<file path="config.mk">
export PLATFORM = sky130hd
export DESIGN_NAME = lgc_regs
export DESIGN_NICKNAME = d
export VERILOG_FILES = /design/src/design/lgc_link_mon.v /design/src/design/lgc_regs.v
export VERILOG_INCLUDE_DIRS = /design/src /design/src/inc
export SDC_FILE = /design/constraint.sdc
export NUM_CORES = 1
export LEC_CHECK = 0
export BUFFER_PORTS_ARGS = -buffer_cell sky130_fd_sc_hd__buf_2
export CORE_MARGIN = 1.5
export CORE_UTILIZATION = 44
export CTS_CLUSTER_DIAMETER = 100
export DETAILED_ROUTE_END_ITERATION = 7
export PLACE_DENSITY = 0.85
export SLEW_MARGIN = 20
export SYNTH_ARGS = -nofsm -noshare
export SYNTH_HDL_FRONTEND = slang
export SYNTH_SLANG_ARGS = --single-unit
</file>
<file path="constraint.sdc">
create_clock -name CORE_CLK_I -period 2.6 [get_ports CORE_CLK_I]
set_input_delay 0.26 -clock CORE_CLK_I [delete_from_list [all_inputs] [get_ports CORE_CLK_I]]
set_output_delay 0.26 -clock CORE_CLK_I [all_outputs]
set_load 0.05 [all_outputs]
</file>
<file path="src/inc/lgc_consts.vh">
// Purpose: constants for the link group control register bank
// Assumes: 32-bit AXI4-Lite data, one aligned word per register
// Notes: register indices are word indices; byte address is index times four
`ifndef LGC_CONSTS_VH
`define LGC_CONSTS_VH

// Register indices (word addressed)
`define LGC_IDX_POLICY 20'h3_0a03
`define LGC_IDX_RESYNC 20'h3_0a04
`define LGC_IDX_STATUS 20'h3_0a10
`define LGC_ADDR_W 22

// Reset values
`define LGC_RST_POLICY 8'h00
`define LGC_RST_RESYNC 8'h00

// Policy register fields
`define LGC_B_SUPPRESS 0
`define LGC_B_KEEP 1
`define LGC_B_REJOIN_A 3
`define LGC_B_REMOVE_A 4
`define LGC_B_REJOIN_B 6
`define LGC_B_REMOVE_B 7
`define LGC_POLICY_MASK 8'hdb

// Resync register fields
`define LGC_B_RESYNC_B 2
`define LGC_B_RESYNC_A 5
`define LGC_B_RESYNC_Q 7
`define LGC_RESYNC_MASK 8'ha4

// Event counts on a link
`define LGC_SEQ_COUNT 2'h3

// AXI responses
`define LGC_RESP_OKAY 2'h0
`define LGC_RESP_SLVERR 2'h2

`endif

</file>
<file path="src/design/lgc_link_mon.v">
// Purpose: per-link receive health tracker for one SERDES channel
// Assumes: event inputs are one-cycle pulses on the core clock
// Notes: removal latches until frame loss or a rejoin run
`timescale 1ns/1ps
`include "lgc_consts.vh"

module lgc_link_mon (
  input wire clk_i,            // Core clock
  input wire rst_i,            // Async reset, active high
  input wire rejoin_i,         // Automatic rejoin enable
  input wire remove_i,         // Automatic remove enable
  input wire frame_lock_i,     // Frame acquired and stable
  input wire frame_bnd_i,      // Framing byte boundary pulse
  input wire seq_ok_i,         // Correct sequence number pulse
  input wire seq_exerr_i,      // Excessive sequence error pulse
  output reg link_ok_o,        // Receive link good
  output reg removed_o         // Link removed by sequence errors
);

  reg [1:0] err_cnt;
  reg [1:0] ok_cnt;

  // Error and good-sequence counters, removal latch, link state
  always @(posedge clk_i or posedge rst_i) begin
    if (rst_i) begin
      err_cnt <= 2'h0;
      ok_cnt <= 2'h0;
      removed_o <= 1'b0;
      link_ok_o <= 1'b0;
    end else begin
      if (!frame_lock_i) begin
        // Frame loss restarts everything; may fall mid-frame
        err_cnt <= 2'h0;
        ok_cnt <= 2'h0;
        removed_o <= 1'b0;
        link_ok_o <= 1'b0;
      end else if (removed_o) begin
        // Rejoin only counts unbroken runs of correct numbers
        if (seq_exerr_i) begin
          ok_cnt <= 2'h0;
        end else if (seq_ok_i && rejoin_i) begin
          if (ok_cnt == `LGC_SEQ_COUNT - 2'h1) begin
            ok_cnt <= 2'h0;
            removed_o <= 1'b0;
          end else begin
            ok_cnt <= ok_cnt + 2'h1;
          end
        end
      end else begin
        ok_cnt <= 2'h0;
        if (seq_exerr_i && remove_i) begin
          if (err_cnt == `LGC_SEQ_COUNT - 2'h1) begin
            err_cnt <= 2'h0;
            removed_o <= 1'b1;
            link_ok_o <= 1'b0;
          end else begin
            err_cnt <= err_cnt + 2'h1;
          end
        end else if (frame_bnd_i) begin
          link_ok_o <= 1'b1;
        end
      end
    end
  end

endmodule

</file>
<file path="src/design/lgc_regs.v">
// Purpose: link group policy and alignment resync register bank
// Assumes: AXI4-Lite slave, one write and one read outstanding at most
// Notes: links 0..3 are channels AC, AD (block A) and BC, BD (block B)
// Operation
// - Suppress on: transmit stops when paired receive link fails on sequence errors.
// - Suppress off: transmit continues despite excessive sequence errors.
// - Keep-active on: good links of a group keep delivering cell data.
// - Keep-active off: no cell data until every group link is good.
// - Rejoin on: link good returns after three consecutive correct sequences.
// - Auto-remove on: three excessive sequence errors drop link good.
// - Rising edge of block B pair control resyncs block B aligned channels.
// - Rising edge of block A pair control resyncs block A aligned channels.
// - Quad control resyncs all four channels set for alignment.
// - Link good rises only at framing boundary, may fall anytime.
// - Alignment sync status shows framing bytes detected per link.
//
// Implementation choice: the AXI4-Lite register port.
`timescale 1ns/1ps
`include "lgc_consts.vh"

module lgc_regs (
  input wire CORE_CLK_I,                    // Core clock, 100 MHz
  input wire RST_I,                         // Async reset, active high
  input wire [`LGC_ADDR_W-1:0] S_AXI_AWADDR_I, // Write address
  input wire S_AXI_AWVALID_I,               // Write address valid
  output reg S_AXI_AWREADY_O,               // Write address ready
  input wire [31:0] S_AXI_WDATA_I,          // Write data
  input wire [3:0] S_AXI_WSTRB_I,           // Write byte strobes
  input wire S_AXI_WVALID_I,                // Write data valid
  output reg S_AXI_WREADY_O,                // Write data ready
  output reg [1:0] S_AXI_BRESP_O,           // Write response
  output reg S_AXI_BVALID_O,                // Write response valid
  input wire S_AXI_BREADY_I,                // Write response ready
  input wire [`LGC_ADDR_W-1:0] S_AXI_ARADDR_I, // Read address
  input wire S_AXI_ARVALID_I,               // Read address valid
  output reg S_AXI_ARREADY_O,               // Read address ready
  output reg [31:0] S_AXI_RDATA_O,          // Read data
  output reg [1:0] S_AXI_RRESP_O,           // Read response
  output reg S_AXI_RVALID_O,                // Read data valid
  input wire S_AXI_RREADY_I,                // Read data ready
  input wire [3:0] FRAME_LOCK_I,            // Per-link frame acquired
  input wire [3:0] FRAME_BND_I,             // Per-link framing boundary pulse
  input wire [3:0] SEQ_OK_I,                // Per-link correct sequence pulse
  input wire [3:0] SEQ_EXERR_I,             // Per-link excessive seq error pulse
  input wire [3:0] ALIGN_BYTES_I,           // Per-link alignment bytes detected
  input wire [3:0] ALIGN_CFG_I,             // Per-link multi-channel alignment set
  output reg [3:0] TX_EN_O,                 // Per-link transmit allowed
  output reg [3:0] CELL_RD_EN_O,            // Per-link cell reader enable
  output reg [3:0] RX_LINK_OK_O,            // Per-link receive link good
  output reg [3:0] RESYNC_O                 // Per-channel resync pulse
);

  // Write channel state
  reg aw_held;
  reg w_held;
  reg [`LGC_ADDR_W-1:0] aw_addr;
  reg [31:0] w_data;
  reg [3:0] w_strb;
  // Registers and history
  reg [7:0] link_group_policy;
  reg [7:0] alignment_resync_control;
  reg [7:0] resync_prev;
  // Resync pulse for the coming cycle
  reg [3:0] next_resync;
  wire [3:0] link_ok;
  wire [3:0] removed;
  wire [7:0] status_word;
  wire [3:0] resync_req;
  wire wr_go;
  wire [3:0] rejoin_en;
  wire [3:0] remove_en;

  // Word decode shared by read and write paths
  function [1:0] reg_sel;
    input [`LGC_ADDR_W-1:0] addr;
    begin
      if (addr[`LGC_ADDR_W-1:2] == `LGC_IDX_POLICY) begin
        reg_sel = 2'h1;
      end else if (addr[`LGC_ADDR_W-1:2] == `LGC_IDX_RESYNC) begin
        reg_sel = 2'h2;
      end else if (addr[`LGC_ADDR_W-1:2] == `LGC_IDX_STATUS) begin
        reg_sel = 2'h3;
      end else begin
        reg_sel = 2'h0;
      end
    end
  endfunction

  // Rising edge of one control bit against its previous value
  function rise_of;
    input now_v;
    input prev_v;
    begin
      rise_of = now_v & ~prev_v;
    end
  endfunction

  // Writable bits only; reserved bits always read back zero
  function [7:0] masked_byte;
    input [31:0] data;
    input [7:0] mask;
    begin
      masked_byte = data[7:0] & mask;
    end
  endfunction

  // Block A controls links 0..1, block B links 2..3
  assign rejoin_en = {{2{link_group_policy[`LGC_B_REJOIN_B]}},
                      {2{link_group_policy[`LGC_B_REJOIN_A]}}};
  assign remove_en = {{2{link_group_policy[`LGC_B_REMOVE_B]}},
                      {2{link_group_policy[`LGC_B_REMOVE_A]}}};

  // One tracker per link
  lgc_link_mon u_mon0 (
    .clk_i(CORE_CLK_I),
    .rst_i(RST_I),
    .rejoin_i(rejoin_en[0]),
    .remove_i(remove_en[0]),
    .frame_lock_i(FRAME_LOCK_I[0]),
    .frame_bnd_i(FRAME_BND_I[0]),
    .seq_ok_i(SEQ_OK_I[0]),
    .seq_exerr_i(SEQ_EXERR_I[0]),
    .link_ok_o(link_ok[0]),
    .removed_o(removed[0])
  );
  lgc_link_mon u_mon1 (
    .clk_i(CORE_CLK_I),
    .rst_i(RST_I),
    .rejoin_i(rejoin_en[1]),
    .remove_i(remove_en[1]),
    .frame_lock_i(FRAME_LOCK_I[1]),
    .frame_bnd_i(FRAME_BND_I[1]),
    .seq_ok_i(SEQ_OK_I[1]),
    .seq_exerr_i(SEQ_EXERR_I[1]),
    .link_ok_o(link_ok[1]),
    .removed_o(removed[1])
  );
  lgc_link_mon u_mon2 (
    .clk_i(CORE_CLK_I),
    .rst_i(RST_I),
    .rejoin_i(rejoin_en[2]),
    .remove_i(remove_en[2]),
    .frame_lock_i(FRAME_LOCK_I[2]),
    .frame_bnd_i(FRAME_BND_I[2]),
    .seq_ok_i(SEQ_OK_I[2]),
    .seq_exerr_i(SEQ_EXERR_I[2]),
    .link_ok_o(link_ok[2]),
    .removed_o(removed[2])
  );
  lgc_link_mon u_mon3 (
    .clk_i(CORE_CLK_I),
    .rst_i(RST_I),
    .rejoin_i(rejoin_en[3]),
    .remove_i(remove_en[3]),
    .frame_lock_i(FRAME_LOCK_I[3]),
    .frame_bnd_i(FRAME_BND_I[3]),
    .seq_ok_i(SEQ_OK_I[3]),
    .seq_exerr_i(SEQ_EXERR_I[3]),
    .link_ok_o(link_ok[3]),
    .removed_o(removed[3])
  );

  // Status: link good low nibble, alignment sync high nibble
  // Live view, not latched, so a read shows the current link state
  assign status_word = {ALIGN_BYTES_I, link_ok};

  // Rising edges only; a held 1 starts nothing further
  assign resync_req[1:0] =
    {2{rise_of(alignment_resync_control[`LGC_B_RESYNC_A],
               resync_prev[`LGC_B_RESYNC_A])}};
  assign resync_req[3:2] =
    {2{rise_of(alignment_resync_control[`LGC_B_RESYNC_B],
               resync_prev[`LGC_B_RESYNC_B])}};

  // Quad rise covers both pairs, so it takes priority
  always @* begin
    next_resync = resync_req & ALIGN_CFG_I;
    if (rise_of(alignment_resync_control[`LGC_B_RESYNC_Q],
                resync_prev[`LGC_B_RESYNC_Q])) begin
      next_resync = ALIGN_CFG_I;
    end
  end

  // A pending response blocks the next write, so no result is lost
  assign wr_go = aw_held && w_held && !S_AXI_BVALID_O;

  // Write channel: accept address and data in any order
  always @(posedge CORE_CLK_I or posedge RST_I) begin
    if (RST_I) begin
      aw_held <= 1'b0;
      w_held <= 1'b0;
      aw_addr <= {`LGC_ADDR_W{1'b0}};
      w_data <= 32'h0000_0000;
      w_strb <= 4'h0;
      S_AXI_AWREADY_O <= 1'b0;
      S_AXI_WREADY_O <= 1'b0;
      S_AXI_BVALID_O <= 1'b0;
      S_AXI_BRESP_O <= `LGC_RESP_OKAY;
      link_group_policy <= `LGC_RST_POLICY;
      alignment_resync_control <= `LGC_RST_RESYNC;
    end else begin
      // Ready pulses once per request, so a held valid is never taken twice
      S_AXI_AWREADY_O <= !aw_held && !S_AXI_AWREADY_O && S_AXI_AWVALID_I;
      S_AXI_WREADY_O <= !w_held && !S_AXI_WREADY_O && S_AXI_WVALID_I;
      if (S_AXI_AWREADY_O && S_AXI_AWVALID_I) begin
        aw_held <= 1'b1;
        aw_addr <= S_AXI_AWADDR_I;
      end
      if (S_AXI_WREADY_O && S_AXI_WVALID_I) begin
        w_held <= 1'b1;
        w_data <= S_AXI_WDATA_I;
        w_strb <= S_AXI_WSTRB_I;
      end
      // Commit once both halves are in
      if (wr_go) begin
        aw_held <= 1'b0;
        w_held <= 1'b0;
        S_AXI_BVALID_O <= 1'b1;
        S_AXI_BRESP_O <= `LGC_RESP_OKAY;
        // Unmapped words answer with an error and change nothing
        case (reg_sel(aw_addr))
          2'h1: begin
            if (w_strb[0]) begin
              link_group_policy <= masked_byte(w_data, `LGC_POLICY_MASK);
            end
          end
          2'h2: begin
            if (w_strb[0]) begin
              alignment_resync_control <= masked_byte(w_data, `LGC_RESYNC_MASK);
            end
          end
          2'h3: begin
            // Status is read only; write is dropped quietly
            S_AXI_BRESP_O <= `LGC_RESP_OKAY;
          end
          default: begin
            S_AXI_BRESP_O <= `LGC_RESP_SLVERR;
          end
        endcase
      end else if (S_AXI_BVALID_O && S_AXI_BREADY_I) begin
        S_AXI_BVALID_O <= 1'b0;
      end
    end
  end

  // Read channel: one-cycle ready, data the cycle after
  always @(posedge CORE_CLK_I or posedge RST_I) begin
    if (RST_I) begin
      S_AXI_ARREADY_O <= 1'b0;
      S_AXI_RVALID_O <= 1'b0;
      S_AXI_RDATA_O <= 32'h0000_0000;
      S_AXI_RRESP_O <= `LGC_RESP_OKAY;
    end else begin
      // No new address while read data still waits for the master
      S_AXI_ARREADY_O <= !S_AXI_ARREADY_O && !S_AXI_RVALID_O && S_AXI_ARVALID_I;
      if (S_AXI_ARREADY_O && S_AXI_ARVALID_I) begin
        S_AXI_RVALID_O <= 1'b1;
        S_AXI_RRESP_O <= `LGC_RESP_OKAY;
        // Upper bits of every word read as zero
        case (reg_sel(S_AXI_ARADDR_I))
          2'h1: S_AXI_RDATA_O <= {24'h00_0000, link_group_policy};
          2'h2: S_AXI_RDATA_O <= {24'h00_0000, alignment_resync_control};
          2'h3: S_AXI_RDATA_O <= {24'h00_0000, status_word};
          default: begin
            S_AXI_RDATA_O <= 32'h0000_0000;
            S_AXI_RRESP_O <= `LGC_RESP_SLVERR;
          end
        endcase
      end else if (S_AXI_RVALID_O && S_AXI_RREADY_I) begin
        S_AXI_RVALID_O <= 1'b0;
      end
    end
  end

  // Link-facing outputs, all registered
  always @(posedge CORE_CLK_I or posedge RST_I) begin
    if (RST_I) begin
      resync_prev <= 8'h00;
      TX_EN_O <= 4'h0;
      CELL_RD_EN_O <= 4'h0;
      RX_LINK_OK_O <= 4'h0;
      RESYNC_O <= 4'h0;
    end else begin
      // Kept one cycle to find 0-to-1 writes
      resync_prev <= alignment_resync_control;
      // One cycle behind the trackers, like every link output
      RX_LINK_OK_O <= link_ok;
      // Transmit stops only when suppress set and partner removed
      if (link_group_policy[`LGC_B_SUPPRESS]) begin
        TX_EN_O <= ~removed;
      end else begin
        TX_EN_O <= 4'hf;
      end
      // Whole group must be good unless keep-active is set
      if (link_group_policy[`LGC_B_KEEP]) begin
        CELL_RD_EN_O <= link_ok;
      end else begin
        CELL_RD_EN_O <= {4{&link_ok}};
      end
      // Quad resync also edge driven, so a held bit is harmless
      RESYNC_O <= next_resync;
    end
  end

endmodule

</file>
==> out/results.ini, run 1 <==
[status]
status = finished clean

[worst_setup_path]
worstPathRequired_ns = 2.84
cp-start-kind = register
critical_path.max_stage_delay_ns = 0.43
r2r_cells = 4
crit_start = aw_addr[7]$_DFFE_PP0P_
crit_slowest_cell = nor4_1
arrival_ns = 2.22
cp_max_fo = 6
path_class = reg2reg
reg2reg_slack_ns = 0.63
endpoint = link_group_policy[7]$_DFFE_PP0P_
worstPathCellList = nor4_1, nand4_2, nor4_4, mux2_2
r2r_start = aw_addr[7]$_DFFE_PP0P_
reg2reg_to = link_group_policy[7]$_DFFE_PP0P_
critPathCaptureType = register

[sta]
fin_crit_ns = 1.97
layout_setup_ws_ns = 0.625
tightest_slew_ns = 0.796
rsz0062_at_grt = false
setup_viol = 0
finalSetupTns_ns = 0
hold_viol = 0
maxSlewHeadroom = 0.468
clock.fmax_mhz = 506
fin_crit_sh = 0.760
fin_skew_ns = 0.00708
report.final.slew_viol_count = 0
whs_ns = 0.00265

[floorplanning]
die_h_um = 101
coreArea_mm2 = 0.00933
die_area_mm2 = 0.0103
die_w_um = 101
ioPinCount = 168
rows = 35
initial_core_util = 0.457

[power]
p_leak_nw = 2.40
p_per_area_mw_per_mm2 = 721
vdd_drop_max_mv = 0.440

[finish]
drive_gt1_frac = 0.356
multiInputGateArea_mm2 = 0.00166
area.sequential_mm2 = 0.00245
fin_nets = 587
instances_no_fill = 609
diodes = 0
n_fill_cell = 823
syn2layout_area_growth_pct = 18.6

[grt]
grt_pass1_wl_um = 13800
overflow = 0
grt_max_degree = 99
antenna_found_initial = 1
grt_pass1_vias = 3040
grt_usage = 0.174

[synth]
synthArstFlopShare = 1.00
yosys_warnings = 0
ys_ff_latch = 98
syn-cell-area_mm2 = 0.00426
synth_cell_types = 39
synth_edf_count = 0
synth_ff_type = dfrtp_1
postSynthAreaPerCell_um2 = 11.8
synth_seq_area_share = 0.575
syn_inst = 360

[clock_tree]
cts-root-buf = clkbuf_8
cts_max_level = 3
path_clk_slew_ns = 0.09
clock_latency_ns = 0.35
hold_buffers = 0
postCtsSetupBuffers = 0
clockBufferDepth = 2
cts_tree = built
cts_sinks = 98
cts_buffers = 9
post_cts_resized = 0

[detailed_routing]
antenna_left = 0
drtIter0Drc = 85
vias_per_cell = 4.97
num_vias = 3025
wirelength_um = 8410
drt_pass1_iterations = 4
wire_per_inst_um = 13.8
drc = 0

[placed_design]
io_buffers = 110
place_congestion = 0.728
placed_cells = 594
pre_cts_ws_ns = 0.581
place_hpwl_um = 6390

[hold_path]
min_path_type = in2async

[flow_run]
cap_violations = 0

[flip-flops by register name (all words and copies together), names as in the netlist, 3 cells and up]
register,flops
CELL_RD_EN_O,4
RESYNC_O,4
RX_LINK_OK_O,4
S_AXI_RDATA_O,8
TX_EN_O,4
alignment_resync_control,3
aw_addr,20
link_group_policy,6
resync_prev,3
w_data,8
[logic make-up after synthesis]
| group | synth area share |
|---|---|
| buffers and inverters | 0.0581 |
| flip-flops | 0.575 |
| other | 0.000880 |
| multiplexers | 0.100 |
| AO/OA/AOI/OAI | 0.101 |
| AND/OR/NAND/NOR | 0.165 |
[metal layers]
metal | vias up | GRT usage | wire (um)
met2 | 111 | 0.306 | 4280
met1 | 1451 | 0.195 | 3270
met5 | - | 0 | 0
met4 | 0 | 0.0481 | 82
li1 | 1454 | - | -
met3 | 9 | 0.0738 | 774
[metrics by stage]
stage / utilization / power, W / instance area, um^2
final: 0.542 / 0.00364 / 5060
after global placement: 0.523 / 0.00275 / 4880
after floorplan: - / 0.00261 / 4360
after detailed placement: 0.523 / 0.00281 / 4880
after CTS: 0.542 / 0.00370 / 5060
after global routing: 0.542 / 0.00386 / 5060
[critical path: cells and delay by family (launching register included)]
family | cells | cell delay, ns
and+or+nand+nor | 3 | 1.09
DFF | 1 | 0.39
muxes | 1 | 0.39
[cell usage after synthesis (all sizes together), types with 3 or more instances]
cell / number / area (um^2)
dfrtp: 98 / 2450
nor3b: 7 / 52.6
nand2b: 8 / 50.1
a21boi: 11 / 82.6
a21oi: 14 / 70.1
nand2: 22 / 82.6
nor3: 12 / 60.1
clkbuf: 5 / 18.8
nor2: 15 / 56.3
o21ai: 23 / 115
nand3b: 8 / 60.1
nor2b: 12 / 75.1
buf: 26 / 195
a31oi: 5 / 31.3
a221o: 5 / 50.1
and2: 9 / 56.3
nor4bb: 3 / 30.0
inv: 9 / 33.8
mux2: 38 / 428
nor4: 6 / 67.6
[how the worst min path moves through the flow]
stage               cells after the start                         end                               startpoint
floorplan                               1  u_mon1.removed_o$_DFF_PP0_                              SEQ_OK_I[1]
global placement                        0    resync_prev[5]$_DFF_PP0_  alignment_resync_control[5]$_DFFE_PP0P_
detailed placement                      3     aw_addr[21]$_DFFE_PP0P_                                    RST_I
CTS                                     3     aw_addr[21]$_DFFE_PP0P_                                    RST_I
global route                            2  S_AXI_RVALID_O$_DFFE_PP0P_                           S_AXI_RREADY_I
finish                                  3     aw_addr[18]$_DFFE_PP0P_                                    RST_I
[layout make-up]
class                           count  share of cell area
Tap cell                          129              0.0319
Timing Repair Buffer              111               0.113
Inverter                            9             0.00742
Clock buffer                       11              0.0299
Multi-Input combinational cell    247               0.328
Sequential cell                    98               0.485
Clock inverter                      4             0.00520
[cells in the final DEF (no fill, tap or decap), drive strengths merged, types with 3 or more instances in the layout]
cell	n
nand3b	8
mux2	38
conb	26
nor4	6
nor3b	7
o21ai	23
and2	9
nor4bb	3
nor2b	12
inv	9
nand2	22
nand2b	8
a221o	5
a31oi	5
clkbuf	11
a21boi	11
nor2	15
a21oi	14
dfrtp	98
buf	111
nor3	12
[report_power, final]
group / internal [W] / total [W] / switching, W
clock network: 0.000395 / 0.000886 / 0.000491
registers: 0.00181 / 0.00198 / 0.000172
logic: 0.000339 / 0.000780 / 0.000441
Power figures use the tool's default switching activity.
==> run 2: changes to the inputs <==
==> constraint.sdc (replaced) <==
create_clock -name CORE_CLK_I -period 1.71 [get_ports CORE_CLK_I]
set_input_delay 0.171 -clock CORE_CLK_I [delete_from_list [all_inputs] [get_ports CORE_CLK_I]]
set_output_delay 0.171 -clock CORE_CLK_I [all_outputs]
set_load 0.05 [all_outputs]
==> run 2 against run 1 <==
Against the previous run: highest routed layer is now met5; clock skew up 0.0035 ns; the flow now finishes with violations (setup timing); wire length up 3.6%; via count up 2.8%; cell area up 4.5%; total power up 63%.
==> out/results.ini, run 2 (same netlist as run 1, synthesis figures left out) <==
[worst_setup_path]
crit_slowest_cell = dfrtp_1
reg2reg_slack_ns = -0.04
worstPathCellList = nor4bb_4, nand4_4, nor4_4, buf_6, mux2_4
arrival_ns = 1.99
crit_family = simple AND/OR/NAND/NOR gates
r2r_start = aw_addr[10]$_DFFE_PP0P_
timing.critical_path.buf_inv = 1
cp_max_fo = 6
r2r_cells = 5
cp_num_cells = 5
worstPathRequired_ns = 1.96
critPathCaptureType = register
critical_path.max_stage_delay_ns = 0.42
cp-start-kind = register
path_class = reg2reg
reg2reg_to = link_group_policy[3]$_DFFE_PP0P_
endpoint = link_group_policy[3]$_DFFE_PP0P_
crit_start = aw_addr[10]$_DFFE_PP0P_

[clock_tree]
cts_tree = built
cts_max_level = 3
cts_sinks = 98
clockBufferDepth = 2
cts_buffers = 9
clock_latency_ns = 0.35
path_clk_slew_ns = 0.10
cts-root-buf = clkbuf_8

[sta]
fin_skew_ns = 0.0106
maxSlewHeadroom = 0.655
clock.fmax_mhz = 572
rsz0062_at_grt = true
whs_ns = 0.0176
layout_setup_ws_ns = -0.0388
setup_viol = 8
report.final.slew_viol_count = 0
tightest_slew_ns = 0.518
hold_viol = 0
finalSetupTns_ns = -0.186
fin_crit_ns = 1.75
fin_crit_sh = 1.02

[power]
switchingPower_w = 0.00188
clkPwrFrac = 0.260
finalPower_w = 0.00595
p_per_area_mw_per_mm2 = 1130
p_leak_nw = 2.49
vdd_drop_max_mv = 0.754
power.share.switching = 0.316
seq_power_share = 0.518
pwr-share-comb = 0.223
intPower_w = 0.00407

[finish]
syn2layout_area_growth_pct = 24.0
layout_commonest_cell = buf_2
diodes = 0
mostFrequentLayoutCells = 110 x buf_2, 97 x dfrtp_1, 29 x mux2_2
top_register = aw_addr
fin_nets = 600
layout_top_registers = aw_addr: 20 flops, S_AXI_RDATA_O: 8 flops, w_data: 8 flops
largest_reg_flops = 20
drive_gt1_frac = 0.374

[hold_path]
min_path_type = in2reg

[detailed_routing]
drtIter0Drc = 92
antenna_left = 0
vias_per_cell = 4.99
drc = 0
num_vias = 3109
drt_pass1_iterations = 4
wire_per_inst_um = 14.0
wirelength_um = 8710

[grt]
grt_max_degree = 99
overflow = 0
grt_pass1_vias = 3049
grt_pass1_wl_um = 13900
grt_usage = 0.173
antenna_found_initial = 1

[status]
status = finished, violations left
violations = setup timing

[floorplanning]
die_area_mm2 = 0.0103
rows = 35
initial_core_util = 0.457
ioPinCount = 168
coreArea_mm2 = 0.00933
die_w_um = 101
die_h_um = 101

[placed_design]
place_hpwl_um = 6410
place_congestion = 0.798
io_buffers = 110

[flow_run]
cap_violations = 0

==> run 2: changes by cell type in the layout (fill, tap and decap cells not counted), sizes merged <==
cell and delta:
buf +9, bufinv +1, clkbuf -2, clkinv -2
clkinvlp +1, dlygate4sd3 +4, inv +3
==> run 2: layer usage <==
layer | up-vias | global-route usage | wire length (um)
met5 | - | 0 | 10
met4 | 2 | 0.0737 | 237
met1 | 1489 | 0.216 | 3640
met2 | 109 | 0.284 | 4260
met3 | 22 | 0.0497 | 569
li1 | 1487 | - | -
==> run 2: worst reg2reg max path: stages (launching register included) <==
cell and delay [ns]:
dfrtp_1 0.42, nor4bb_4 0.36, nand4_4 0.18, nor4_4 0.19
buf_6 0.18, mux2_4 0.31
==> run 2: worst min-delay path by stage <==
stage	from	endpoint	slack, ns	cells after the start
floorplan	S_AXI_BREADY_I	S_AXI_BVALID_O$_DFFE_PP0P_	0.26	1
global placement	RST_I	aw_addr[18]$_DFFE_PP0P_	0.35	3
detailed placement	RST_I	aw_addr[18]$_DFFE_PP0P_	0.35	3
CTS	ALIGN_CFG_I[3]	RESYNC_O[3]$_DFF_PP0_	0.0008	2
global route	ALIGN_CFG_I[3]	RESYNC_O[3]$_DFF_PP0_	0.005	2
finish	ALIGN_CFG_I[3]	RESYNC_O[3]$_DFF_PP0_	0.02	2
==> run 2: area by class of cell <==
class	count	area (um^2)
fill	820	4040
sequential	98	2450
multi-input combinational	247	1740
timing repair buffer	124	682
tap	129	161
clock buffer	9	124
clock inverter	7	82.6
inverter	9	37.5
==> run 2: through the flow <==
| stage | area [um^2] | cells | setup slack [ns] | utilization |
|---|---|---|---|---|
| after global placement | 4940 | 601 | -0.180 | 0.529 |
| after CTS | 5240 | 621 | -0.117 | 0.561 |
| after detailed placement | 4940 | 601 | -0.262 | 0.529 |
| after floorplan | 4370 | 385 | -0.0431 | - |
| after global routing | 5290 | 623 | -0.108 | 0.567 |
| final | 5290 | 623 | -0.0388 | 0.567 |
==> run 2: repair_timing <==
action / 4_1_cts / 5_1_grt
hold buffers: 4 / 0
buffers inserted: 0 / 2
hold endpoints to repair: 101 / 0
resized for setup: 12 / 4
endpoints found under the setup margin: 9 / 9
pin swaps: 4 / 2
==> run 2: power groups by stage <==
stage | clock (W) | combinational [W] | sequential (W)
2_1_floorplan | 0 | 0.000810 | 0.00317
3_3_place_gp | 0 | 0.00121 | 0.00303
3_5_place_dp | 0 | 0.00126 | 0.00306
4_1_cts | 0.00159 | 0.00128 | 0.00303
5_1_grt | 0.00169 | 0.00143 | 0.00314
6_report | 0.00154 | 0.00132 | 0.00308
